## src/rtl/dpcr_pkg.sv

```systemverilog
// Package of offsets, field positions and reset values for the port configuration registers
package dpcr_pkg;
   // -----------------------------------------------------------------
   // Register offsets
   // -----------------------------------------------------------------
   localparam logic [7:0] DPCR_CHARGE_OFS     = 8'h06; // Charge enable register
   localparam logic [7:0] DPCR_REMOVABLE_OFS  = 8'h07; // Removable configuration register
   localparam logic [7:0] DPCR_PORT_USED_OFS  = 8'h08; // Port-used register
   // -----------------------------------------------------------------
   // Field positions and widths
   // -----------------------------------------------------------------
   localparam int DPCR_PORTS        = 4;               // Downstream ports
   localparam int DPCR_OVERRIDE_BIT = 7;               // Custom override bit
   localparam int DPCR_PORT_LSB     = 0;               // Low per-port field bit
   // -----------------------------------------------------------------
   // Reset values
   // -----------------------------------------------------------------
   localparam logic       DPCR_OVERRIDE_RST = 1'b0;    // Override off after reset
   localparam logic [3:0] DPCR_USED_RST     = 4'hf;    // All ports used after reset
   localparam logic [3:0] DPCR_LEGACY_RST   = 4'h0;    // No legacy-only port after reset
endpackage : dpcr_pkg

```

## src/rtl/dpcr_strap_sync.sv

```systemverilog
// Two-stage synchroniser for a group of strap or pin levels
`timescale 1ns/1ps
module dpcr_strap_sync #(
   parameter int WIDTH = 4                              // Number of levels
) (
   input  wire logic             core_clk_i,            // Core clock
   input  wire logic             sys_rst_i,             // Async reset, high
   input  wire logic [WIDTH-1:0] async_i,               // Levels from pins
   output logic      [WIDTH-1:0] sync_o                 // Synchronised levels
);
   logic [WIDTH-1:0] stage1_reg;                        // First stage, read only by second
   logic [WIDTH-1:0] stage2_reg;                        // Second stage

   // Width must be usable
   initial begin
      if (WIDTH < 1) begin
         $error("dpcr_strap_sync: WIDTH must be at least one");
      end
   end

   // Plain two-flop chain
   always_ff @(posedge core_clk_i or posedge sys_rst_i) begin
      if (sys_rst_i) begin
         stage1_reg <= '0;
         stage2_reg <= '0;
      end else begin
         stage1_reg <= async_i;
         stage2_reg <= stage1_reg;
      end
   end

   assign sync_o = stage2_reg;
endmodule // dpcr_strap_sync

```

## src/rtl/dpcr_regs.sv

```systemverilog
// Per-port configuration registers: charge enable, removable and port-used fields
`timescale 1ns/1ps
module dpcr_regs
   import dpcr_pkg::*;
#(
   parameter int PORTS = DPCR_PORTS                     // Downstream port count
) (
   input  wire logic             core_clk_i,            // Core clock, 100 MHz
   input  wire logic             sys_rst_i,             // Async reset, high
   input  wire logic [PORTS-1:0] power_charge_strap_i,  // Strap pins, asynchronous
   input  wire logic [PORTS-1:0] otp_fixed_attach_i,    // OTP fixed-attach bits, static
   input  wire logic [PORTS-1:0] otp_port_used_i,       // OTP port-used bits, static
   input  wire logic [PORTS-1:0] otp_legacy_only_i,     // OTP legacy-speed-only bits
   input  wire logic             cfg_wr_i,              // Write strobe from config source
   input  wire logic [7:0]       cfg_addr_i,            // Register offset
   input  wire logic [7:0]       cfg_wdata_i,           // Write data
   output logic      [7:0]       cfg_rdata_o,           // Registered read data
   output logic      [PORTS-1:0] charge_port_enable_o,  // Charging features per port
   output logic      [PORTS-1:0] port_removable_o,      // Removable per port
   output logic      [PORTS-1:0] port_enabled_o,        // Effective port enable
   output logic      [PORTS-1:0] legacy_speed_only_o,   // Legacy-speed-only per port
   output logic                  custom_attach_override_o // Override bit state
);
   // -----------------------------------------------------------------
   // Declarations
   // -----------------------------------------------------------------
   typedef enum logic [1:0] {
      DPCR_ST_RESET,                                    // Sync chain still at reset value
      DPCR_ST_FILL,                                     // Straps moving into second flop
      DPCR_ST_LOAD,                                     // Capture straps
      DPCR_ST_RUN                                       // Normal operation
   } dpcr_state_t;

   dpcr_state_t      state_reg, state_next;             // Start-up sequencer
   logic [PORTS-1:0] charge_reg, charge_next;           // Charge enables
   logic             override_reg, override_next;       // Custom override bit
   logic [PORTS-1:0] rmv_reg, rmv_next;                 // Written removable bits
   logic [PORTS-1:0] used_reg, used_next;               // Written port-used bits
   logic [PORTS-1:0] legacy_reg, legacy_next;           // Legacy-only bits, never written, hold reset value
   logic [7:0]       rdata_reg, rdata_next;             // Read data register
   logic [PORTS-1:0] strap_sync;                        // Synchronised straps
   logic [PORTS-1:0] rmv_eff;                           // Effective removable
   logic [PORTS-1:0] used_eff;                          // Effective port-used field
   logic [PORTS-1:0] enabled_eff;                       // Effective enable

   // Port count is fixed by the 4-bit fields
   initial begin
      if (PORTS != DPCR_PORTS) begin
         $error("dpcr_regs: PORTS must equal four");
      end
   end

   // Straps come from pins, so they cross two flops first
   dpcr_strap_sync #(
      .WIDTH (PORTS)
   ) u_strap_sync (
      .core_clk_i (core_clk_i),
      .sys_rst_i  (sys_rst_i),
      .async_i    (power_charge_strap_i),
      .sync_o     (strap_sync)
   );

   // Address decode, used for both write and read paths
   function automatic logic hit(input logic [7:0] addr, input logic [7:0] ofs);
      hit = (addr == ofs);
   endfunction

   // Fills a byte: per-port field low, rest zero
   function automatic logic [7:0] pad_port(input logic [PORTS-1:0] f);
      pad_port = {{(8-PORTS){1'b0}}, f};
   endfunction

   // -----------------------------------------------------------------
   // Effective field values
   // -----------------------------------------------------------------
   // OTP governs while override is low; removable is the inverted fixed-attach bit
   assign rmv_eff  = override_reg ? rmv_reg : ~otp_fixed_attach_i;
   assign used_eff = override_reg ? used_reg : otp_port_used_i;

   // Legacy-only ports stay enabled; ports one and three never both off
   always_comb begin
      enabled_eff = used_eff | legacy_speed_only_o;
      if (!enabled_eff[0] && !enabled_eff[2]) begin
         enabled_eff[0] = 1'b1;
      end
   end

   // -----------------------------------------------------------------
   // Next-state logic
   // -----------------------------------------------------------------
   // Writes are dropped until the straps are captured, so a loader racing
   // reset release cannot be overwritten by the strap load.
   always_comb begin
      state_next    = state_reg;
      charge_next   = charge_reg;
      override_next = override_reg;
      rmv_next      = rmv_reg;
      used_next     = used_reg;
      legacy_next   = legacy_reg;
      rdata_next    = rdata_reg;
      case (state_reg)
         // The sync chain is reset with the block, so the straps reach
         // its second flop only on the second edge after release
         DPCR_ST_RESET: begin
            state_next = DPCR_ST_FILL;                   // First flop takes the straps
         end
         DPCR_ST_FILL: begin
            state_next = DPCR_ST_LOAD;                   // Second flop takes the straps
         end
         DPCR_ST_LOAD: begin
            charge_next = strap_sync;
            state_next  = DPCR_ST_RUN;
         end
         DPCR_ST_RUN: begin
            if (cfg_wr_i) begin
               if (hit(cfg_addr_i, DPCR_CHARGE_OFS)) begin
                  charge_next = cfg_wdata_i[DPCR_PORT_LSB +: PORTS];
               end
               if (hit(cfg_addr_i, DPCR_REMOVABLE_OFS)) begin
                  override_next = cfg_wdata_i[DPCR_OVERRIDE_BIT];
                  // New override value decides, so both land from one write
                  if (cfg_wdata_i[DPCR_OVERRIDE_BIT]) begin
                     rmv_next = cfg_wdata_i[DPCR_PORT_LSB +: PORTS];
                  end
               end
               if (hit(cfg_addr_i, DPCR_PORT_USED_OFS) && override_reg) begin
                  used_next = cfg_wdata_i[DPCR_PORT_LSB +: PORTS];
               end
            end
         end
         default: begin
            state_next = DPCR_ST_RESET;
         end
      endcase
      // Read mux; unknown offsets read zero
      if (hit(cfg_addr_i, DPCR_CHARGE_OFS)) begin
         rdata_next = pad_port(charge_reg);
      end else if (hit(cfg_addr_i, DPCR_REMOVABLE_OFS)) begin
         rdata_next = {override_reg, 3'h0, rmv_eff};
      end else if (hit(cfg_addr_i, DPCR_PORT_USED_OFS)) begin
         rdata_next = pad_port(used_eff);
      end else begin
         rdata_next = 8'h00;
      end
   end

   // -----------------------------------------------------------------
   // State registers
   // -----------------------------------------------------------------
   always_ff @(posedge core_clk_i or posedge sys_rst_i) begin
      if (sys_rst_i) begin
         state_reg    <= DPCR_ST_RESET;
         charge_reg   <= '0;
         override_reg <= DPCR_OVERRIDE_RST;
         rmv_reg      <= '0;
         used_reg     <= DPCR_USED_RST;
         legacy_reg   <= DPCR_LEGACY_RST;
         rdata_reg    <= 8'h00;
      end else begin
         state_reg    <= state_next;
         charge_reg   <= charge_next;
         override_reg <= override_next;
         rmv_reg      <= rmv_next;
         used_reg     <= used_next;
         legacy_reg   <= legacy_next;
         rdata_reg    <= rdata_next;
      end
   end

   // -----------------------------------------------------------------
   // Outputs
   // -----------------------------------------------------------------
   // Legacy register has no offset here; it only follows OTP or keeps its
   // reset value while override is set.
   assign legacy_speed_only_o      = override_reg ? legacy_reg : otp_legacy_only_i;
   assign cfg_rdata_o              = rdata_reg;
   assign charge_port_enable_o     = charge_reg;
   assign port_removable_o         = rmv_eff;
   assign port_enabled_o           = enabled_eff;
   assign custom_attach_override_o = override_reg;
endmodule // dpcr_regs

```

## config.mk

```make
export PLATFORM = sky130hd
export DESIGN_NAME = dpcr_regs
export DESIGN_NICKNAME = d
export VERILOG_FILES = /design/src/rtl/dpcr_pkg.sv /design/src/rtl/dpcr_strap_sync.sv /design/src/rtl/dpcr_regs.sv
export SDC_FILE = /design/constraint.sdc
export NUM_CORES = 1
export LEC_CHECK = 0
export BUFFER_PORTS_ARGS = -buffer_cell sky130_fd_sc_hd__buf_2
export CAP_MARGIN = 20
export CORE_MARGIN = 4
export CORE_UTILIZATION = 45
export DETAILED_ROUTE_END_ITERATION = 16
export PLACE_DENSITY = 0.76
export SLEW_MARGIN = 20
export SYNTH_ARGS = -nofsm -noshare
export SYNTH_HDL_FRONTEND = slang
export SYNTH_HIERARCHICAL = 1
export SYNTH_SLANG_ARGS = --single-unit
```

## constraint.sdc

```tcl
create_clock -name core_clk_i -period 4.6 [get_ports core_clk_i]
set_input_delay 0.92 -clock core_clk_i [delete_from_list [all_inputs] [get_ports core_clk_i]]
set_output_delay 0.92 -clock core_clk_i [all_outputs]
set_load 0.05 [all_outputs]
```

### Word-level counts from Yosys, hierarchy flattened

Cells that the tools add are included.

| storage, ports and cells | value |
|---|---|
| bits in registers | 31 |
| bits of input ports | 35 |
| output and inout bits | 25 |
| word-level logic and storage cells | 40 |

| cells by class | value |
|---|---|
| equal/unequal tests | 8 |
| muxes and demuxes | 11 |
| bitwise gates (word level) | 2 |
| reduce and logical (&&, ||, !) cells | 11 |

Operators with widths:

| cell | count |
|---|---|
| $mux 4 | 6 |
| $eq 8x3->1 const B | 2 |
| $mux 8 | 2 |
| $reduce_and 3->1 | 3 |
| $eq 8x4->1 const B | 1 |
| $pmux 4 s2 | 1 |
| $pmux 2 s3 | 1 |
| $eq 2x2->1 const B | 2 |
| $ne 2x2->1 const B | 2 |
| $not 4->4 | 1 |
| $or 4x4->4 | 1 |
| $reduce_and 4->1 | 1 |
| $reduce_bool 3->1 | 1 |
| $eq 2x1->1 const B | 1 |
| $logic_and 1x1->1 | 2 |
| $logic_not 1->1 | 2 |
| $logic_not 2->1 | 1 |
| $reduce_bool 2->1 | 1 |
| $mux 1 | 1 |

### Logic depth before layout (Yosys ltp)

Gate-level depths: netlist (run 1).

| depth | value |
|---|---|
| word-level depth | 5 |
| gate-level depth with buffers | 5 |
| mapped depth without buffers | 5 |

### Cells and area by module

Netlist (run 1), hierarchy kept.

By module, submodules not included:

| module | times used | cells an instance | area each (sq um) | sequential area each (sq um) |
|---|---|---|---|---|
| dpcr_regs | 1 | 103 | 1169.9 | 505.5 |
| dpcr_strap_sync | 1 | 9 | 203.9 | 200.2 |

### Least setup slack after synthesis (run 1)

OpenSTA, ideal clock, no wires.

| timing | value |
|---|---|
| path type | input port to output port |
| start | input otp_legacy_only_i[2] |
| end | output port_enabled_o[0] |
| arrival time | 2.703 ns |
| required time | 3.680 ns |
| setup slack | 0.977 ns |
| cell stages on the path | 3 |
| path buffers | 0 |
| path through | nor2b_1 nand2b_1 nand3b_1 |

| between the ends | value |
|---|---|
| cells in the longest elaborated chain, start to end | 5 |

RTL lines:

| element | RTL line | text |
|---|---|---|
| start, declared | dpcr_regs.sv:13 | `input wire logic [PORTS-1:0] otp_legacy_only_i,` |
| $mux 4 | dpcr_regs.sv:175 | `assign legacy_speed_only_o = override_reg ? legacy_reg : otp_legacy_only_i;` |
| $or 4x4->4 | dpcr_regs.sv:82 | `enabled_eff = used_eff \| legacy_speed_only_o;` |
| named net port_enabled_o[2] | dpcr_regs.sv:20 | `output logic [PORTS-1:0] port_enabled_o,` |
| $logic_not 1->1 | dpcr_regs.sv:83 | `if (!enabled_eff[0] && !enabled_eff[2]) begin` |
| $logic_and 1x1->1 | dpcr_regs.sv:83 |  |
| $mux 1 | dpcr_regs.sv:83 |  |
| end, declared | dpcr_regs.sv:20 |  |

The timed path passes the listed nets, and every way through them passes these cells.

### Final worst setup path (run 1)

| timing | value |
|---|---|
| start | register override_reg (netlist: custom_attach_override_o) |
| end | output port_enabled_o[0] |

| between the ends | value |
|---|---|
| cells in the longest elaborated chain, start to end | 5 |
| elaborated cells between the ends (all ways) | 7 |
| those cells by class | mux: 3; bitwise: 1; reduce/logical: 3 |

RTL lines:

| element | RTL line | text |
|---|---|---|
| start, declared | dpcr_regs.sv:36 | `logic override_reg, override_next;` |
| start signal, assigned | dpcr_regs.sv:162 | `override_reg <= override_next;` |
| $mux 4 (on tied branches) | dpcr_regs.sv:78, dpcr_regs.sv:175 |  |
| $or 4x4->4 (*) | dpcr_regs.sv:82 |  |
| $logic_not 1->1 | dpcr_regs.sv:83 |  |
| $logic_and 1x1->1 | dpcr_regs.sv:83 |  |
| $mux 1 (*) | dpcr_regs.sv:83 |  |

Mark *: on every way between the ends. The rest lies on a longest branch, timed or not.

==> results.sh, run 1 <==
export IMPL_crit_fanout=17
export IMPL_fp_dieW_um=63.3
export IMPL_row_count=19
export IMPL_io_buffers=53
export IMPL_antenna_found_initial=0
export IMPL_fin_tns_setup_ps=0
export IMPL_mappedNetlistArea_mm2=0.00137
export IMPL_ir_worst_vdd_uv=210
export IMPL_cts_buffer_depth=2
export IMPL_synth_seq_cells=28
export IMPL_cts_hold_buf=0
export IMPL_hold_viol=0
export IMPL_coreArea_mm2=0.00283
export IMPL_layout_drive_gt1_share_pct=46.1
export IMPL_synth_top_area_cell="dfrtp_1"
export IMPL_period_needed_ps=2840
export IMPL_vias_per_cell=5.26
export IMPL_area_growth_pct=23.5
export IMPL_routed_wl_um=2800
export IMPL_utilization_pct=60.0
export IMPL_num_nets_final=205
export IMPL_hp_start="u_strap_sync/stage1_reg[1]$_DFF_PP0_"
export IMPL_grt_max_degree=21
export IMPL_antenna_cells=0
export IMPL_maxSlewViolCount=0
export IMPL_worstSetupStartpointType="flop"
export IMPL_die_h_um=63.3
export IMPL_r2r_setup_slack_ps=2890
export IMPL_max_clock_freq_ghz=0.352
export IMPL_fin_ws_ps=1760
export IMPL_stdcell_area_mm2=0.00170
export IMPL_clkTransAtPathRegs_ps=150
export IMPL_slew_headroom_pct=51.0
export IMPL_outcome="finished clean"
export IMPL_wl_per_cell_um=14.3
export IMPL_cts_made_buffers=3
export IMPL_cts_resized=0
export IMPL_required_ps=3680
export IMPL_synth_top_area_share_pct=43.7
export IMPL_avgSynthCellArea_um2=12.3
export IMPL_synth_cell_type_count=35
export IMPL_min_to="u_strap_sync/sync_o[1]$_DFF_PP0_"
export IMPL_clock_skew_ps=12.8
export IMPL_syn_inst=112
export IMPL_min_path_type="reg -> reg"
export IMPL_ant_nets=0
export IMPL_setup_viol=0
export IMPL_drtIter0Drc=22
export IMPL_p_per_area_mw_per_mm2=301
export IMPL_critPathKind="reg -> out"
export IMPL_dpl_cell_area_mm2=0.00164
export IMPL_maxCapViolations=0
export IMPL_fin_crit_sh_pct=61.7
export IMPL_worstHoldPathCells=0
export IMPL_leakagePower_nw=0.864
export IMPL_cp_end_kind="output port"
export IMPL_post_place_ws_ps=1970
export IMPL_worstPathArrival_ps=1920
export IMPL_grt_pass1_wl_um=4750
export IMPL_start_util_pct=48.6
export IMPL_gp_congestion=0.769
export IMPL_ys_warn_count=6
export IMPL_drc=0
export IMPL_cts_root_buf="clkbuf_4"
export IMPL_reg2reg_depth=3
export IMPL_cts_setup_buffers=0
export IMPL_ys_seq_area_share_pct=51.4
export IMPL_first_pass_iters=4
export IMPL_rsz0062_at_grt="false"
export IMPL_worstSkewPairLatency_ps=320
export IMPL_htree_levels=1
export IMPL_grt_ovfl_total=0
export IMPL_dieArea_mm2=0.00400
export IMPL_vias=1031
export IMPL_synth_top_cells_by_area="dfrtp_1 44%, dfstp_2 7.7%, mux2i_1 5.8%, mux2_4 4.4%, ha_1 3.6%"
export IMPL_largest_reg_flops=5
export IMPL_grt_usage_pct=14.7
export IMPL_tightest_slew_ps=728
export IMPL_grt_pass1_vias=1035
export IMPL_r2r_start="custom_attach_override_o$_DFFE_PP0P_"
export IMPL_cts_tree="done"
export IMPL_hpwl_um=2360
export IMPL_cts_sinks=28
export IMPL_io_pins=60
export IMPL_r2r_end="used_reg[0]$_DFFE_PP1P_"
[layer usage]
layer / share of wire [%] / up-vias / track usage, %
met5: 0 / - / 0
met4: 0 / 0 / 2.43
met3: 7.9 / 0 / 4.09
met2: 52 / 38 / 26.7
met1: 40 / 488 / 17.4
li1: - / 505 / -
[critical path: stages, from the launching register on]
cell and delay, ps:
dfrtp_1 790, mux2i_1 360, nand2b_1 110, nand3b_1 90, buf_2 260
[cells by family after synthesis]
family / synth area share [%]
DFF: 51.4
buffers and inverters: 5.46
other: 0.273
muxes: 13.5
and+or+nand+nor: 17.1
adders and majority gates: 3.64
AOI/OAI and AO/OA: 8.65
[report_power, final]
group | total, mW | internal (mW) | switching (mW) | leakage, nW
Sequential | 0.262 | 0.255 | 0.00721 | 0.337
Combinational | 0.0910 | 0.0275 | 0.0635 | 0.499
Clock | 0.157 | 0.0881 | 0.0689 | 0.0279
[cell type report]
type                    instances  area (um^2)
clock buffers                   3         22.5
flip-flops and latches         28          706
fillers                       239         1130
clock inverters                 1         30.0
multi-input cells              71          601
inverters                       9         33.8
well taps                      31         38.8
repair buffers                 53          265
[cells in the final DEF, fill, tap and decap left out, types with 4 or more instances in the layout]
master and instances:
buf_2 53, nand2b_1 7, dfrtp_1 24, nor3_1 4, nor2b_1 5, mux2_4 4
inv_1 9, mux2_2 4, ha_1 4, a221o_1 4, dfstp_2 4, mux2i_1 8
[stage by stage]
stage | total power [mW] | instances | hold WS [ps]
6_report | 0.510 | 196 | 371
5_1_grt | 0.533 | 196 | 383
4_1_cts | 0.515 | 196 | 374
3_5_place_dp | 0.359 | 192 | 340
3_3_place_gp | 0.356 | 192 | 332
2_1_floorplan | 0.335 | 114 | 331
[synthesized netlist by cell type (all sizes together)]
cell type / count
conb: 1
dfstp: 4
buf: 4
and3b: 1
o21ai: 2
a41o: 1
nor2: 1
and2: 2
mux2i: 8
or4: 1
nand3: 2
and4b: 1
a31oi: 1
a21bo: 1
dfrtp: 24
nand2b: 7
nand2: 2
nor4: 1
clkbuf: 2
nand3b: 2
or4b: 1
ha: 4
a221o: 4
or3: 1
or4bb: 1
nand4: 2
o32ai: 1
nor2b: 5
and3: 1
mux2: 8
nor3: 4
o221a: 3
inv: 9
[how the worst max path moves through the flow]
stage	start	endpoint	slack [ps]	cells past startpoint
after CTS	custom_attach_override_o$_DFFE_PP0P_	port_enabled_o[0]	1720	4
after detailed placement	otp_port_used_i[2]	port_enabled_o[0]	1970	5
final	custom_attach_override_o$_DFFE_PP0P_	port_enabled_o[0]	1760	4
after floorplan	otp_legacy_only_i[2]	port_enabled_o[0]	980	3
after global routing	custom_attach_override_o$_DFFE_PP0P_	port_enabled_o[0]	1590	4
after global placement	cfg_addr_i[5]	rmv_reg[1]$_DFFE_PP0P_	2020	4
(Power assumes the default switching activity.)
==> inputs of run 2 (changes only) <==
--- a/config.mk
+++ b/config.mk
@@ -8,9 +8,9 @@
 export BUFFER_PORTS_ARGS = -buffer_cell sky130_fd_sc_hd__buf_2
 export CAP_MARGIN = 20
 export CORE_MARGIN = 4
-export CORE_UTILIZATION = 45
+export CORE_UTILIZATION = 42
 export DETAILED_ROUTE_END_ITERATION = 16
-export PLACE_DENSITY = 0.76
+export PLACE_DENSITY = 0.75
 export SLEW_MARGIN = 20
 export SYNTH_ARGS = -nofsm -noshare
 export SYNTH_HDL_FRONTEND = slang
==> constraint.sdc (replaced) <==
create_clock -name core_clk_i -period 2.45 [get_ports core_clk_i]
set_input_delay 0.49 -clock core_clk_i [delete_from_list [all_inputs] [get_ports core_clk_i]]
set_output_delay 0.49 -clock core_clk_i [all_outputs]
set_load 0.05 [all_outputs]
==> results.sh, run 2 (synthesis gave the netlist of run 1 again) <==
export IMPL_routed_wl_um=3000
export IMPL_period_needed_ps=2310
export IMPL_worstSetupStartpointType="flop"
export IMPL_cp_slowest_stage_delay_ps=600
export IMPL_largest_reg_flops=5
export IMPL_antenna_cells=0
export IMPL_min_path_type="in -> async"
export IMPL_stdcell_area_mm2=0.00176
export IMPL_wl_met1_um=1220
export IMPL_cts_setup_buffers=0
export IMPL_cts_made_buffers=3
export IMPL_ir_worst_vdd_uv=255
export IMPL_num_nets_final=207
export IMPL_hold_viol=0
export IMPL_top_layer="met4"
export IMPL_wl_met2_um=1520
export IMPL_io_pins=60
export IMPL_p_per_area_mw_per_mm2=553
export IMPL_cts_root_buf="clkbuf_4"
export IMPL_outcome="finished clean"
export IMPL_worstPathArrival_ps=1820
export IMPL_grt_pass1_vias=1069
export IMPL_critical_path_top_delay_family="flip-flops"
export IMPL_max_clock_freq_ghz=0.433
export IMPL_switching_share_pct=27.9
export IMPL_die_h_um=65.2
export IMPL_r2r_end="rmv_reg[1]$_DFFE_PP0P_"
export IMPL_vias_per_cell=4.94
export IMPL_gp_congestion=0.778
export IMPL_clkPwrFrac_pct=30.9
export IMPL_grt_ovfl_total=0
export IMPL_critPathKind="reg -> out"
export IMPL_ant_nets=0
export IMPL_coreArea_mm2=0.00310
export IMPL_slew_headroom_pct=49.8
export IMPL_cts_tree="done"
export IMPL_dpl_cell_area_mm2=0.00171
export IMPL_cts_resized=0
export IMPL_rsz0062_at_grt="false"
export IMPL_hpwl_um=2440
export IMPL_hold_slack_ps=70.8
export IMPL_final_common_cell="buf_2"
export IMPL_fin_crit_sh_pct=94.3
export IMPL_utilization_pct=56.8
export IMPL_start_util_pct=44.3
export IMPL_cts_buffer_depth=2
export IMPL_r2r_start="state_reg[1]$_DFFE_PP0P_"
export IMPL_setup_viol=0
export IMPL_first_pass_iters=4
export IMPL_tightest_slew_ps=752
export IMPL_leakagePower_nw=0.891
export IMPL_maxSlewViolCount=0
export IMPL_cts_sinks=28
export IMPL_io_buffers=53
export IMPL_power_switching_mw=0.272
export IMPL_slowest_stage="dfrtp_1"
export IMPL_cp_num_buf_inv=2
export IMPL_worstSkewPairLatency_ps=320
export IMPL_p_seq_share_pct=50.3
export IMPL_fin_ws_ps=140
export IMPL_drtIter0Drc=49
export IMPL_grt_max_degree=21
export IMPL_post_place_ws_ps=410
export IMPL_grt_usage_pct=15.4
export IMPL_clock_skew_ps=2.29
export IMPL_dieArea_mm2=0.00425
export IMPL_intPower_mw=0.702
export IMPL_antenna_found_initial=0
export IMPL_r2r_setup_slack_ps=790
export IMPL_path_cells="buf_4, mux2i_1, nand2b_2, buf_2"
export IMPL_htree_levels=1
export IMPL_grt_pass1_wl_um=4990
export IMPL_crit_fanout=10
export IMPL_final_cell_mix="53 x buf_2, 24 x dfrtp_1, 9 x inv_1"
export IMPL_required_ps=1960
export IMPL_combPwrFrac_pct=18.8
export IMPL_vias=1043
export IMPL_maxCapViolations=0
export IMPL_reg2reg_depth=4
export IMPL_clkTransAtPathRegs_ps=150
export IMPL_row_count=20
export IMPL_cts_hold_buf=0
export IMPL_fp_dieW_um=65.2
export IMPL_wl_met3_um=237
export IMPL_cp_end_kind="output port"
export IMPL_drc=0
export IMPL_layout_drive_gt1_share_pct=52.1
export IMPL_wl_per_cell_um=14.2
export IMPL_area_growth_pct=28.3
[run 2: cell types whose count changed in the layout (fill, tap and decap cells not counted), sizes merged]
cell | before | now
buf | 53 | 55
[run 2: routing by layer]
metal  track usage [%]  vias up
met3              3.76        2
met1              18.0      490
li1                  -      510
met4              5.18        0
met2              27.3       41
met5                 0        -
[run 2: area by class of cell]
cell class                 count  area [um^2]
fill                         283         1340
sequential                    28          706
multi-input combinational     71          636
timing repair buffer          55          280
tap                           44         55.1
inverter                       9         33.8
clock inverter                 1         30.0
clock buffer                   3         22.5
[run 2: stage by stage]
step	instances	TNS [ps]	total power, mW
6_report	211	0	0.974
5_1_grt	211	0	1.02
4_1_cts	211	0	0.981
3_5_place_dp	207	0	0.682
3_3_place_gp	207	0	0.678
2_1_floorplan	114	-146	0.637
[run 2: how the worst max path moves through the flow]
stage                                         start                       to  slack (ps)  cells past startpoint
6_report       custom_attach_override_o$_DFFE_PP0P_        port_enabled_o[1]         140                      4
5_1_grt        custom_attach_override_o$_DFFE_PP0P_        port_enabled_o[0]          30                      4
4_1_cts        custom_attach_override_o$_DFFE_PP0P_        port_enabled_o[1]         120                      4
3_5_place_dp                          cfg_addr_i[5]  used_reg[3]$_DFFE_PP1P_         410                      4
3_3_place_gp                          cfg_addr_i[5]  used_reg[3]$_DFFE_PP1P_         420                      4
2_1_floorplan  custom_attach_override_o$_DFFE_PP0P_      port_removable_o[1]         -40                      3
[run 2: power groups by stage]
stage                     combinational, mW  sequential (mW)  clock [mW]
after floorplan                       0.114            0.523           0
after global placement                0.180            0.498           0
after detailed placement              0.184            0.499           0
after CTS                             0.184            0.490       0.306
after global routing                  0.195            0.493       0.332
final                                 0.183            0.490       0.302
